<file path="config.mk">
export PLATFORM = sky130hd
export DESIGN_NAME = deep_sleep_entry_control
export DESIGN_NICKNAME = d
export VERILOG_FILES = /design/src/design/ds_pin_sync.v /design/src/design/deep_sleep_entry_control.v
export VERILOG_INCLUDE_DIRS = /design/src /design/src/shared
export SDC_FILE = /design/constraint.sdc
export NUM_CORES = 1
export LEC_CHECK = 0
export ABC_AREA = 1
export BUFFER_PORTS_ARGS = -buffer_cell sky130_fd_sc_hd__buf_2
export CORE_AREA = 3 3 119 150
export CTS_CLUSTER_SIZE = 14
export DETAILED_ROUTE_END_ITERATION = 8
export DIE_AREA = 0 0 122 153
export HOLD_SLACK_MARGIN = 0.05
export SLEW_MARGIN = 20
export SYNTH_ARGS = -nofsm -noshare
export SYNTH_HDL_FRONTEND = slang
export SYNTH_SLANG_ARGS = --single-unit
</file>
<file path="constraint.sdc">
create_clock -name clk -period 1.7 [get_ports clk]
set_input_delay 0.085 -clock clk [delete_from_list [all_inputs] [get_ports clk]]
set_output_delay 0.085 -clock clk [all_outputs]
set_load 0.02 [all_outputs]
</file>
<file path="src/shared/deep_sleep_regs.vh">
// Constants for the deep sleep entry controller
`ifndef DEEP_SLEEP_REGS_VH
`define DEEP_SLEEP_REGS_VH

// ==================================================
// Unlock keys
`define DS_KEY_FIRST 8'h55
`define DS_KEY_SECOND 8'hAA

// ==================================================
// Control register fields
`define DS_CTRL_ARM_BIT 15
`define DS_CTRL_RELEASE_BIT 0
`define DS_CTRL_RESET 16'h0000

// ==================================================
// Configuration word fields
`define DS_CFG_BOR_BIT 6

// ==================================================
// Wake cause fields
`define DS_WAKE_POR_BIT 0
`define DS_WAKE_MASTER_CLR_BIT 1
`define DS_WAKE_ALARM_BIT 2
`define DS_WAKE_INT0_BIT 3
`define DS_WAKE_WDT_BIT 4
`define DS_WAKE_ULPW_BIT 5
`define DS_WAKE_RESET 8'h01

// ==================================================
// Power save operand selecting sleep
`define DS_SLEEP_OPERAND 8'h00

// ==================================================
// Timing
`define DS_CLK_PERIOD_NS 50
`define DS_CLK_PER_TCY 1
`define DS_REENTRY_TCY 3
`define DS_REENTRY_CYCLES (`DS_REENTRY_TCY * `DS_CLK_PER_TCY)
`define DS_WDT_TIMEOUT_CYCLES 32'd8192

`endif

</file>
<file path="src/design/ds_pin_sync.v">
// Two flip-flop synchroniser for a group of asynchronous pins
module ds_pin_sync #(
    parameter WIDTH = 4
) (
    input wire clk,
    input wire rstn,
    input wire ce,
    input wire [WIDTH-1:0] async_in,
    output reg [WIDTH-1:0] sync_out
);

    reg [WIDTH-1:0] meta_q;

    // ==================================================
    // Synchroniser stages
    // First stage feeds only the second stage
    always @(posedge clk or negedge rstn)
    begin
        if (!rstn)
        begin
            meta_q <= {WIDTH{1'b0}};
            sync_out <= {WIDTH{1'b0}};
        end
        else if (ce)
        begin
            meta_q <= async_in;
            sync_out <= meta_q;
        end
    end

endmodule // ds_pin_sync

</file>
<file path="src/design/deep_sleep_entry_control.v">
// Deep sleep arming, entry, exit and retention control
// Summary of operation
// - Enter deep sleep: arm, then sleep instruction
// - Arm needs keys 55 then AA first
// - Armed state never times out
// - Hardware clears arm on deep sleep exit
// - Setting arm clears all wake causes
// - Arm bit sits at control bit 15
// - Config word bit 6 enables brown-out
// - Two scratch registers survive deep sleep
// - Listed reset and wake events end sleep
// - Calendar keeps running through deep sleep
`include "deep_sleep_regs.vh"

module deep_sleep_entry_control #(
    parameter [31:0] WDT_TIMEOUT_CYCLES = `DS_WDT_TIMEOUT_CYCLES
) (
    input wire clk,
    input wire rstn,
    input wire ce,
    input wire key_wr,
    input wire [7:0] key_data,
    input wire arm_set,
    input wire arm_clr,
    input wire release_clr,
    input wire power_save_instr,
    input wire [7:0] power_save_operand,
    input wire [7:0] deep_sleep_config_word,
    input wire watchdog_enable,
    input wire calendar_enable,
    input wire master_clear_pin,
    input wire calendar_alarm,
    input wire ext_int0,
    input wire ultra_low_power_wake,
    input wire [1:0] scratch_wr,
    input wire [15:0] scratch_wdata,
    output reg deep_sleep_arm,
    output reg [15:0] deep_sleep_control_reg,
    output reg [7:0] wake_cause_reg,
    output reg deep_sleep_brownout_enable,
    output reg [15:0] retained_scratch_0,
    output reg [15:0] retained_scratch_1,
    output reg in_deep_sleep,
    output reg core_wake,
    output reg pin_hold,
    output reg calendar_run,
    output reg entry_refused
);

    // ==================================================
    // Local encodings
    localparam [1:0] ST_RUN = 2'd0;
    localparam [1:0] ST_SLEEP = 2'd1;
    localparam [1:0] ST_EXIT = 2'd2;
    localparam [1:0] KEY_IDLE = 2'd0;
    localparam [1:0] KEY_FIRST = 2'd1;
    localparam [1:0] KEY_OPEN = 2'd2;
    localparam [31:0] GUARD_FULL = `DS_REENTRY_CYCLES;
    localparam [1:0] GUARD_LOAD = GUARD_FULL[1:0];

    reg [1:0] state_q;
    reg [1:0] state_d;
    reg [1:0] key_q;
    reg [1:0] key_d;
    reg arm_q;
    reg arm_d;
    reg hold_q;
    reg hold_d;
    reg [1:0] guard_q;
    reg [1:0] guard_d;
    reg [7:0] wake_q;
    reg [7:0] wake_d;
    reg [31:0] wdt_q;
    reg [31:0] wdt_d;
    reg cfg_loaded_q;
    reg wake_any;
    reg wdt_expired;
    reg [7:0] wake_events;
    reg sleep_req;
    reg arm_take;
    wire [3:0] pins_sync;

    // ==================================================
    // Pin synchronisers: master clear, alarm, int0, ulp wake
    ds_pin_sync #(
        .WIDTH(4)
    ) u_pin_sync (
        .clk(clk),
        .rstn(rstn),
        .ce(ce),
        .async_in({ultra_low_power_wake, ext_int0, calendar_alarm, master_clear_pin}),
        .sync_out(pins_sync)
    );

    // ==================================================
    // Unlock key sequencer
    always @*
    begin
        key_d = key_q;
        if (key_wr)
        begin
            if (key_data == `DS_KEY_FIRST)
                key_d = KEY_FIRST;
            else if (key_data == `DS_KEY_SECOND && key_q == KEY_FIRST)
                key_d = KEY_OPEN;
            else
                key_d = KEY_IDLE;
        end
        else if (arm_set)
            key_d = KEY_IDLE; // Unlock used up by any arm attempt
    end

    // ==================================================
    // Wake event collection while asleep
    always @*
    begin
        wdt_expired = watchdog_enable && (wdt_q >= WDT_TIMEOUT_CYCLES - 32'd1);
        wake_events = 8'h00;
        if (state_q == ST_SLEEP)
        begin
            wake_events[`DS_WAKE_MASTER_CLR_BIT] = pins_sync[0];
            wake_events[`DS_WAKE_ALARM_BIT] = pins_sync[1];
            wake_events[`DS_WAKE_INT0_BIT] = pins_sync[2];
            wake_events[`DS_WAKE_WDT_BIT] = wdt_expired;
            wake_events[`DS_WAKE_ULPW_BIT] = pins_sync[3];
        end
        wake_any = |wake_events;
    end

    // ==================================================
    // Arm bit, entry request and watchdog counter
    always @*
    begin
        arm_take = arm_set && (key_q == KEY_OPEN) && (state_q == ST_RUN);
        sleep_req = power_save_instr && (power_save_operand == `DS_SLEEP_OPERAND)
                    && arm_q && (guard_q == 2'd0) && (state_q == ST_RUN);
        arm_d = arm_q; // No timeout while armed
        if (state_q == ST_SLEEP && wake_any)
            arm_d = 1'b0;
        else if (arm_take)
            arm_d = 1'b1;
        else if (arm_clr && state_q == ST_RUN)
            arm_d = 1'b0;
        wdt_d = 32'd0;
        if (state_q == ST_SLEEP && watchdog_enable && !wake_any)
            wdt_d = wdt_q + 32'd1;
    end

    // ==================================================
    // Wake causes: new events win over the arm clear
    always @*
    begin
        wake_d = wake_q;
        if (arm_take)
            wake_d = 8'h00;
        wake_d = wake_d | wake_events;
    end

    // ==================================================
    // Sleep state machine, pin hold and re-entry guard
    always @*
    begin
        state_d = state_q;
        hold_d = hold_q;
        guard_d = guard_q;
        if (guard_q != 2'd0)
            guard_d = guard_q - 2'd1;
        case (state_q)
            ST_RUN:
            begin
                if (sleep_req)
                    state_d = ST_SLEEP;
                if (release_clr && hold_q)
                begin
                    hold_d = 1'b0;
                    guard_d = GUARD_LOAD; // Hold-off before re-entry
                end
            end
            ST_SLEEP:
            begin
                if (wake_any)
                begin
                    state_d = ST_EXIT;
                    hold_d = 1'b1;
                end
            end
            ST_EXIT:
                state_d = ST_RUN;
            default:
                state_d = ST_RUN;
        endcase
    end

    // ==================================================
    // Control state registers
    always @(posedge clk or negedge rstn)
    begin
        if (!rstn)
        begin
            state_q <= ST_RUN;
            key_q <= KEY_IDLE;
            arm_q <= 1'b0;
            hold_q <= 1'b0;
            guard_q <= 2'd0;
            wake_q <= `DS_WAKE_RESET;
            wdt_q <= 32'd0;
        end
        else if (ce)
        begin
            state_q <= state_d;
            key_q <= key_d;
            arm_q <= arm_d;
            hold_q <= hold_d;
            guard_q <= guard_d;
            wake_q <= wake_d;
            wdt_q <= wdt_d;
        end
    end

    // ==================================================
    // Retained scratch, cleared only by power-on reset
    always @(posedge clk or negedge rstn)
    begin
        if (!rstn)
        begin
            retained_scratch_0 <= 16'h0000;
            retained_scratch_1 <= 16'h0000;
        end
        else if (ce)
        begin
            if (scratch_wr[0])
                retained_scratch_0 <= scratch_wdata;
            if (scratch_wr[1])
                retained_scratch_1 <= scratch_wdata;
        end
    end

    // ==================================================
    // Configuration word captured once after reset release
    always @(posedge clk or negedge rstn)
    begin
        if (!rstn)
        begin
            cfg_loaded_q <= 1'b0;
            deep_sleep_brownout_enable <= 1'b0;
        end
        else if (ce && !cfg_loaded_q)
        begin
            cfg_loaded_q <= 1'b1;
            deep_sleep_brownout_enable <= deep_sleep_config_word[`DS_CFG_BOR_BIT];
        end
    end

    // ==================================================
    // Registered outputs
    always @(posedge clk or negedge rstn)
    begin
        if (!rstn)
        begin
            deep_sleep_arm <= 1'b0;
            deep_sleep_control_reg <= `DS_CTRL_RESET;
            wake_cause_reg <= `DS_WAKE_RESET;
            in_deep_sleep <= 1'b0;
            core_wake <= 1'b0;
            pin_hold <= 1'b0;
            calendar_run <= 1'b0;
            entry_refused <= 1'b0;
        end
        else if (ce)
        begin
            deep_sleep_arm <= arm_d;
            deep_sleep_control_reg <= `DS_CTRL_RESET;
            deep_sleep_control_reg[`DS_CTRL_ARM_BIT] <= arm_d;
            deep_sleep_control_reg[`DS_CTRL_RELEASE_BIT] <= hold_d;
            wake_cause_reg <= wake_d;
            in_deep_sleep <= (state_d == ST_SLEEP);
            core_wake <= (state_q == ST_SLEEP) && wake_any;
            pin_hold <= hold_d;
            calendar_run <= calendar_enable; // Not gated by sleep state
            entry_refused <= power_save_instr && (power_save_operand == `DS_SLEEP_OPERAND)
                             && (state_q == ST_RUN) && !sleep_req;
        end
    end

endmodule // deep_sleep_entry_control

</file>
After elaboration in Yosys (flattened, before gate mapping)

Index checks and enable logic that the tools add are counted.
W data, S select, Z words.

Flip-flop bits (word level): 96
Input bits: 56
Output and inout bits: 63
Logic and storage cells: 75

Add/sub/neg operators: 2
Order comparisons: 1
Eq/ne operators: 6
Multiplexer cells: 19
Bitwise gates (word level): 1
Reduce and logical (&&, ||, !) cells: 28

Operators with widths:

| cell                    | number |
|---|---|
| $add A32 B1 Y32 const B | 1 |
| $ge A32 B13 Y1 const B  | 1 |
| $mux W32                | 1 |
| $mux W2                 | 9 |
| $logic_and A1 B1 Y1     | 16 |
| $eq A8 B7 Y1 const B    | 1 |
| $eq A8 B8 Y1 const B    | 1 |
| $logic_not A8 Y1        | 1 |
| $mux W8                 | 1 |
| $or A8 B6 Y8            | 1 |
| $eq A2 B1 Y1 const B    | 3 |
| $reduce_and A2 Y1       | 3 |
| $mux W1                 | 5 |
| $mux W5                 | 1 |
| $reduce_or A5 Y1        | 1 |
| $logic_not A2 Y1        | 2 |
| $pmux W2 S2             | 1 |
| $reduce_bool A2 Y1      | 2 |
| $logic_not A1 Y1        | 3 |
| $eq A2 B2 Y1 const B    | 1 |
| $pmux W1 S2             | 1 |
| $sub A2 B1 Y2 const B   | 1 |

Depth between registers and ports, before layout

Depth after elaboration: 8
Gate-level depth with buffers: 12
Mapped depth without buffers: 12

By module

A second synthesis with hierarchy kept.

Cell total of the unflattened synthesis: 444
Area, all modules: 3955.0 µm²

Modules (own cells, without submodules):

| module                   | times used | cells each | area an instance (µm²) | sequential area each (µm²) |
|---|---|---|---|---|
| deep_sleep_entry_control | 1          | 410        | 3649.8                 | 2103.3 |
| ds_pin_sync              | 1          | 34         | 305.3                  | 200.2 |

Worst setup path after synthesis

OpenSTA, ideal clock, no wires.

Path type: reg2reg
Start: reg wdt_q[0]
End: reg wdt_q[13]
Setup time: 0.128 ns
Arrival time: 1.352 ns
Required time: 1.572 ns
Slack: 0.220 ns
Cell stages (with the launch flop): 12
Path buffers: 1
Clock period less this slack: 1.480 ns
Path through: dfrtp_1 -> ha_1 -> nand2_1 -> nor2_2 -> nand2_2 -> nor2_2 -> nand2_1 -> nand4_2 -> buf_6 -> nor2_2 -> nand2_1 -> o21ai_1

Longest elaborated chain between the ends: 7
Elaborated cells on any way between the ends: 8
Those cells by class: add/sub: 1; order compare: 1; mux: 2; reduce/logical: 4

Ends and longest elaborated chain:

| element                  | RTL line                       | text |
|---|---|---|
| start: declaration       | deep_sleep_entry_control.v:73  | `reg [31:0] wdt_q;` |
| start signal: assignment | deep_sleep_entry_control.v:216 | `wdt_q <= wdt_d;` |
| $ge A32 B13 Y1           | deep_sleep_entry_control.v:117 | `wdt_expired = watchdog_enable && (wdt_q >= WDT_TIMEOUT_CYCLES - 32'd1);` |
| $logic_and A1 B1 Y1      | deep_sleep_entry_control.v:117 |  |
| $mux W5                  | deep_sleep_entry_control.v:119 | `if (state_q == ST_SLEEP)` |
| $reduce_or A5 Y1         | deep_sleep_entry_control.v:127 | `wake_any = \|wake_events;` |
| $logic_not A1 Y1         | deep_sleep_entry_control.v:145 | `if (state_q == ST_SLEEP && watchdog_enable && !wake_any)` |
| $logic_and A1 B1 Y1      | deep_sleep_entry_control.v:145 |  |
| $mux W32 (*)             | deep_sleep_entry_control.v:145 |  |

Mark *: on every way between the ends. The rest lies on a longest branch, timed or not.
A chain may end at the register's enable or synchronous reset.

Final worst setup path

Start: reg state_q[0]
End: reg wdt_q[11]

Longest elaborated chain between the ends: 6
Elaborated cells on any way between the ends: 7
Those cells by class: eq/ne: 1; mux: 2; reduce/logical: 4

Ends and longest elaborated chain:

| element                  | RTL line                                                       | text |
|---|---|---|
| start: declaration       | deep_sleep_entry_control.v:61                                  | `reg [1:0] state_q;` |
| start signal: assignment | deep_sleep_entry_control.v:210                                 | `state_q <= state_d;` |
| $eq A2 B1 Y1 (*)         | deep_sleep_entry_control.v:119, deep_sleep_entry_control.v:145 |  |
| $mux W5                  | deep_sleep_entry_control.v:119                                 |  |
| $reduce_or A5 Y1         | deep_sleep_entry_control.v:127                                 |  |
| $logic_not A1 Y1         | deep_sleep_entry_control.v:145                                 |  |
| $logic_and A1 B1 Y1 (*)  | deep_sleep_entry_control.v:145                                 |  |
| $mux W32 (*)             | deep_sleep_entry_control.v:145                                 |  |

Marked as above.

==> results_tabular.tex <==
\begin{tabular}{lr}
\hline
Metric & Value \\
\hline
\multicolumn{2}{l}{\textbf{Route}} \\
Post-detailed-route wirelength per cell & 11.39 µm \\
DRT Pass-1 Iters & 4 \\
Drt first-iter violations & approximately 110 \\
Final routed DRC violation total & 0 \\
Routed via count & $\sim$3,400 \\
ANT nets after route & 0 \\
Post-Route WL & approximately 9600 µm \\
Number of vias per cell after detailed routing & 3.999 \\
\multicolumn{2}{l}{\textbf{CTS}} \\
Count of H-tree levels built during CTS & 3 \\
Max clock buf depth & 2 \\
Clock transition at the register clock pins on the worst setup and hold paths after CTS & roughly 0.070 ns \\
CTS tree & built \\
Latest clock arrival within the worst-skew pair & roughly 0.34 ns \\
Root cell of the clock tree & sky130\_fd\_sc\_hd\_\_clkbuf\_16 \\
Sink count of the clock tree & 92 \\
Number of clock buffers inserted by TritonCTS & 9 \\
\multicolumn{2}{l}{\textbf{Worst setup path}} \\
Worst path required time & approximately 2 ns \\
Largest fanout on the critical path & 7 \\
Sort of element at the start of the critical path & flip-flop \\
Critical R2R Launch & state\_q[0] \\
Crit path launch & state\_q[0] \\
Worst Setup Path Type & flip-flop to flip-flop \\
Critical path capture point type & flip-flop \\
Arrival time worst endpoint & between 1.5 and 2 ns \\
\multicolumn{2}{l}{\textbf{Logic synthesis}} \\
Top post-synthesis cells by count & sky130\_fd\_sc\_hd\_\_nand2\_1, sky130\_fd\_sc\_hd\_\_dfrtp\_1, sky130\_fd\_sc\_hd\_\_inv\_1, sky130\_fd\_sc\_hd\_\_nor2\_1, sky130\_fd\_sc\_hd\_\_o21ai\_0 \\
Yosys warnings & 0 \\
Gate count after technology mapping & 473 \\
Cell area after synthesis & 0.004099 mm² \\
Top FF cell, synth & sky130\_fd\_sc\_hd\_\_dfrtp\_1 \\
Number of different library cells in the post-synthesis netlist & 31 \\
Cell accounting for the most synthesized area & sky130\_fd\_sc\_hd\_\_dfrtp\_1 \\
Fraction of the yosys area taken by sequential cells & 0.5620 \\
Synth Area per Inst & roughly 8.7 µm² \\
Most used standard cell by instance count after synthesis & sky130\_fd\_sc\_hd\_\_nand2\_1 \\
Post-synth EDFFs & 0 \\
Main area contributors after synthesis & sky130\_fd\_sc\_hd\_\_dfrtp\_1, sky130\_fd\_sc\_hd\_\_nand2\_1, sky130\_fd\_sc\_hd\_\_o21ai\_0 \\
Register bit total from synthesis & 92 \\
Synth top area share & 0.5556 \\
Share of synthesized flip-flops with an asynchronous set or reset & 1.000 \\
\multicolumn{2}{l}{\textbf{Floorplan}} \\
IO Pins & around 120 \\
Effective utilization at floorplan & 0.2463 \\
Standard cell core area & approximately 0.017 mm² \\
Die area & $\sim$0.019 mm² \\
Height of the die & around 150 µm \\
Core Rows & between 50 and 60 \\
Chip width & between 100 and 150 µm \\
\multicolumn{2}{l}{\textbf{Timing}} \\
Clock Skew & between 0.008 and 0.009 ns \\
Max Clock Freq & $\sim$0.65 GHz \\
Final max-slew violation count & 0 \\
Final number of hold-violating endpoints & 0 \\
Unrepaired setup endpoints after global routing & false \\
Clock period minus final worst setup slack & about 1.5 ns \\
Final TNS setup & 0 ns \\
Post-route fraction of the period consumed by the critical path & 0.9009 \\
Endpoints failing setup & 0 \\
\multicolumn{2}{l}{\textbf{Placed design}} \\
Detailed placer's ending HPWL & 6568 µm \\
Area post-placement & 0.004848 mm² \\
Port-buffer cells & 95 \\
Gp weighted congestion & between 0.8 and 0.9 \\
\multicolumn{2}{l}{\textbf{Global route}} \\
GR Layer Usage met1 & 0.1369 \\
Busiest grt layer & met2 \\
GRT met3 Usage & 0.03183 \\
Global-route wire length before repair & about 16,000 µm \\
Global-route total usage across every layer & 0.1045 \\
GR Layer Usage met2 & 0.1712 \\
Pin count of the biggest net entering global routing & 39 \\
Number of global-route vias before repair & approximately 3,300 \\
Number of antenna violations at the first check in global routing & 0 \\
Leftover overflow at the end of global routing & 0 \\
\multicolumn{2}{l}{\textbf{Run status}} \\
Run status & complete, no violations \\
\multicolumn{2}{l}{\textbf{Final layout}} \\
Final standard cell area without fillers & 0.005572 mm² \\
Largest register by flop count & wdt\_q \\
Max FFs per register & 32 \\
Post-layout net count & between 600 and 700 \\
Fraction of layout cells with a size suffix above 1 & 0.2572 \\
Area growth from synthesis to final layout & 35.93\% \\
Number of inserted diodes & 0 \\
Count of filler cells inserted in the layout & 1,725 \\
Top flop regs & wdt\_q (32), retained\_scratch\_0 (16), retained\_scratch\_1 (16) \\
\multicolumn{2}{l}{\textbf{Power and ir drop}} \\
Leakage dissipation & 2.867 nW \\
IR Drop Worst-Case VDD & about 0.73 mV \\
Total power per unit cell area & around 940 mW/mm² \\
\multicolumn{2}{l}{\textbf{Hold path}} \\
Hold Path Class & primary input to flip-flop \\
Startpoint of the most critical hold path & power\_save\_operand[6] \\
\multicolumn{2}{l}{\textbf{Job}} \\
Max-capacitance violation count & 0 \\
\hline
\end{tabular}
==> placed cells by master, fill, tap and decap left out, types with 4 or more instances in the layout <==
master	synthesis	final
sky130_fd_sc_hd__nand3_1	14	13
sky130_fd_sc_hd__nand4_1	7	7
sky130_fd_sc_hd__inv_1	61	61
sky130_fd_sc_hd__o21ai_1	5	5
sky130_fd_sc_hd__o21ai_0	46	46
sky130_fd_sc_hd__buf_2	1	94
sky130_fd_sc_hd__nor2_1	46	45
sky130_fd_sc_hd__xor2_1	12	12
sky130_fd_sc_hd__clkbuf_16	0	9
sky130_fd_sc_hd__dlygate4sd3_1	0	31
sky130_fd_sc_hd__nor2_2	10	11
sky130_fd_sc_hd__dfrtp_1	91	91
sky130_fd_sc_hd__nand2_1	122	119
sky130_fd_sc_hd__nor3_1	6	6
sky130_fd_sc_hd__conb_1	1	16
sky130_fd_sc_hd__buf_4	19	26
sky130_fd_sc_hd__nand2_2	1	4
==> report_power, final <==
part	total, mW	switching, mW	internal (mW)	leakage, nW
Sequential	2.37	0.0646	2.31	1.21
Combinational	0.643	0.412	0.231	1.49
Clock	2.22	0.873	1.34	0.164
==> final timing paths <==
check	cells after the start	slack, ns	end
min in group asynchronous	2	0.27	deep_sleep_brownout_enable
worst max register to register	8	0.17	wdt_q[11]
worst min-delay path	4	0.07	entry_refused
worst max-delay path	8	0.17	wdt_q[11]
worst min register to register	2	0.45	wake_cause_reg[0]
max in group asynchronous	3	0.84	retained_scratch_0[3]
==> stage by stage <==
step | hold WS (ns) | util | std cells | power [mW] | setup slack (ns)
after floorplan | -0.2106 | - | 488 | 2.755 | 0.2197
after global placement | 0.07507 | 0.2913 | 788 | 2.997 | 0.06144
after detailed placement | 0.08374 | 0.2913 | 788 | 3.003 | 0.04060
after CTS | 0.05952 | 0.3298 | 835 | 5.296 | 0.03014
after global routing | 0.1053 | 0.3347 | 842 | 5.463 | 0.006386
final | 0.07068 | 0.3347 | 842 | 5.233 | 0.1684
==> kinds of logic after synthesis <==
family          count (synthesis)  share of synthesized area
simple gates                  213                     0.2219
buf+inv                        96                     0.1093
flops                          92                     0.5620
compound gates                 58                    0.07723
xor+xnor                       12                    0.02564
fa+ha+maj                       1                   0.003052
other cells                     1                  0.0009149
==> area by class of cell <==
cell class	count	area [µm²]	area share
Multi-Input combinational cell	300	1434	0.2574
Tap cell	220	275.3	0.04940
Inverter	62	232.7	0.04177
Clock buffer	10	239.0	0.04289
Timing Repair Buffer	152	996.0	0.1788
Clock inverter	6	91.34	0.01639
Sequential cell	92	2303	0.4134
==> routing by layer <==
layer	part of all wire	vias up	routed length, µm
met3	0.053	10	511
li1	-	1726	-
met5	0	-	0
met4	0.0094	0	90
met2	0.49	94	4669
met1	0.45	1537	4318
==> what timing repair did <==
item | in CTS | in global routing
buffers inserted | 0 | 7
hold buffers | 31 | 0
endpoints found under the setup margin | 0 | 13
gates resized for setup | 0 | 7
endpoints found under the hold margin | 73 | 0
==> worst max-delay path: stages, from the launching register on <==
cell and delay (ns):
sky130_fd_sc_hd__dfrtp_1 0.42, sky130_fd_sc_hd__nand2_4 0.11, sky130_fd_sc_hd__a21oi_1 0.07, sky130_fd_sc_hd__nor3_4 0.28, sky130_fd_sc_hd__nand4_4 0.19, sky130_fd_sc_hd__buf_4 0.20
sky130_fd_sc_hd__nor2_1 0.09, sky130_fd_sc_hd__nand2_1 0.05, sky130_fd_sc_hd__nand2_1 0.06
Note: power is estimated with default switching activity, not from simulation.
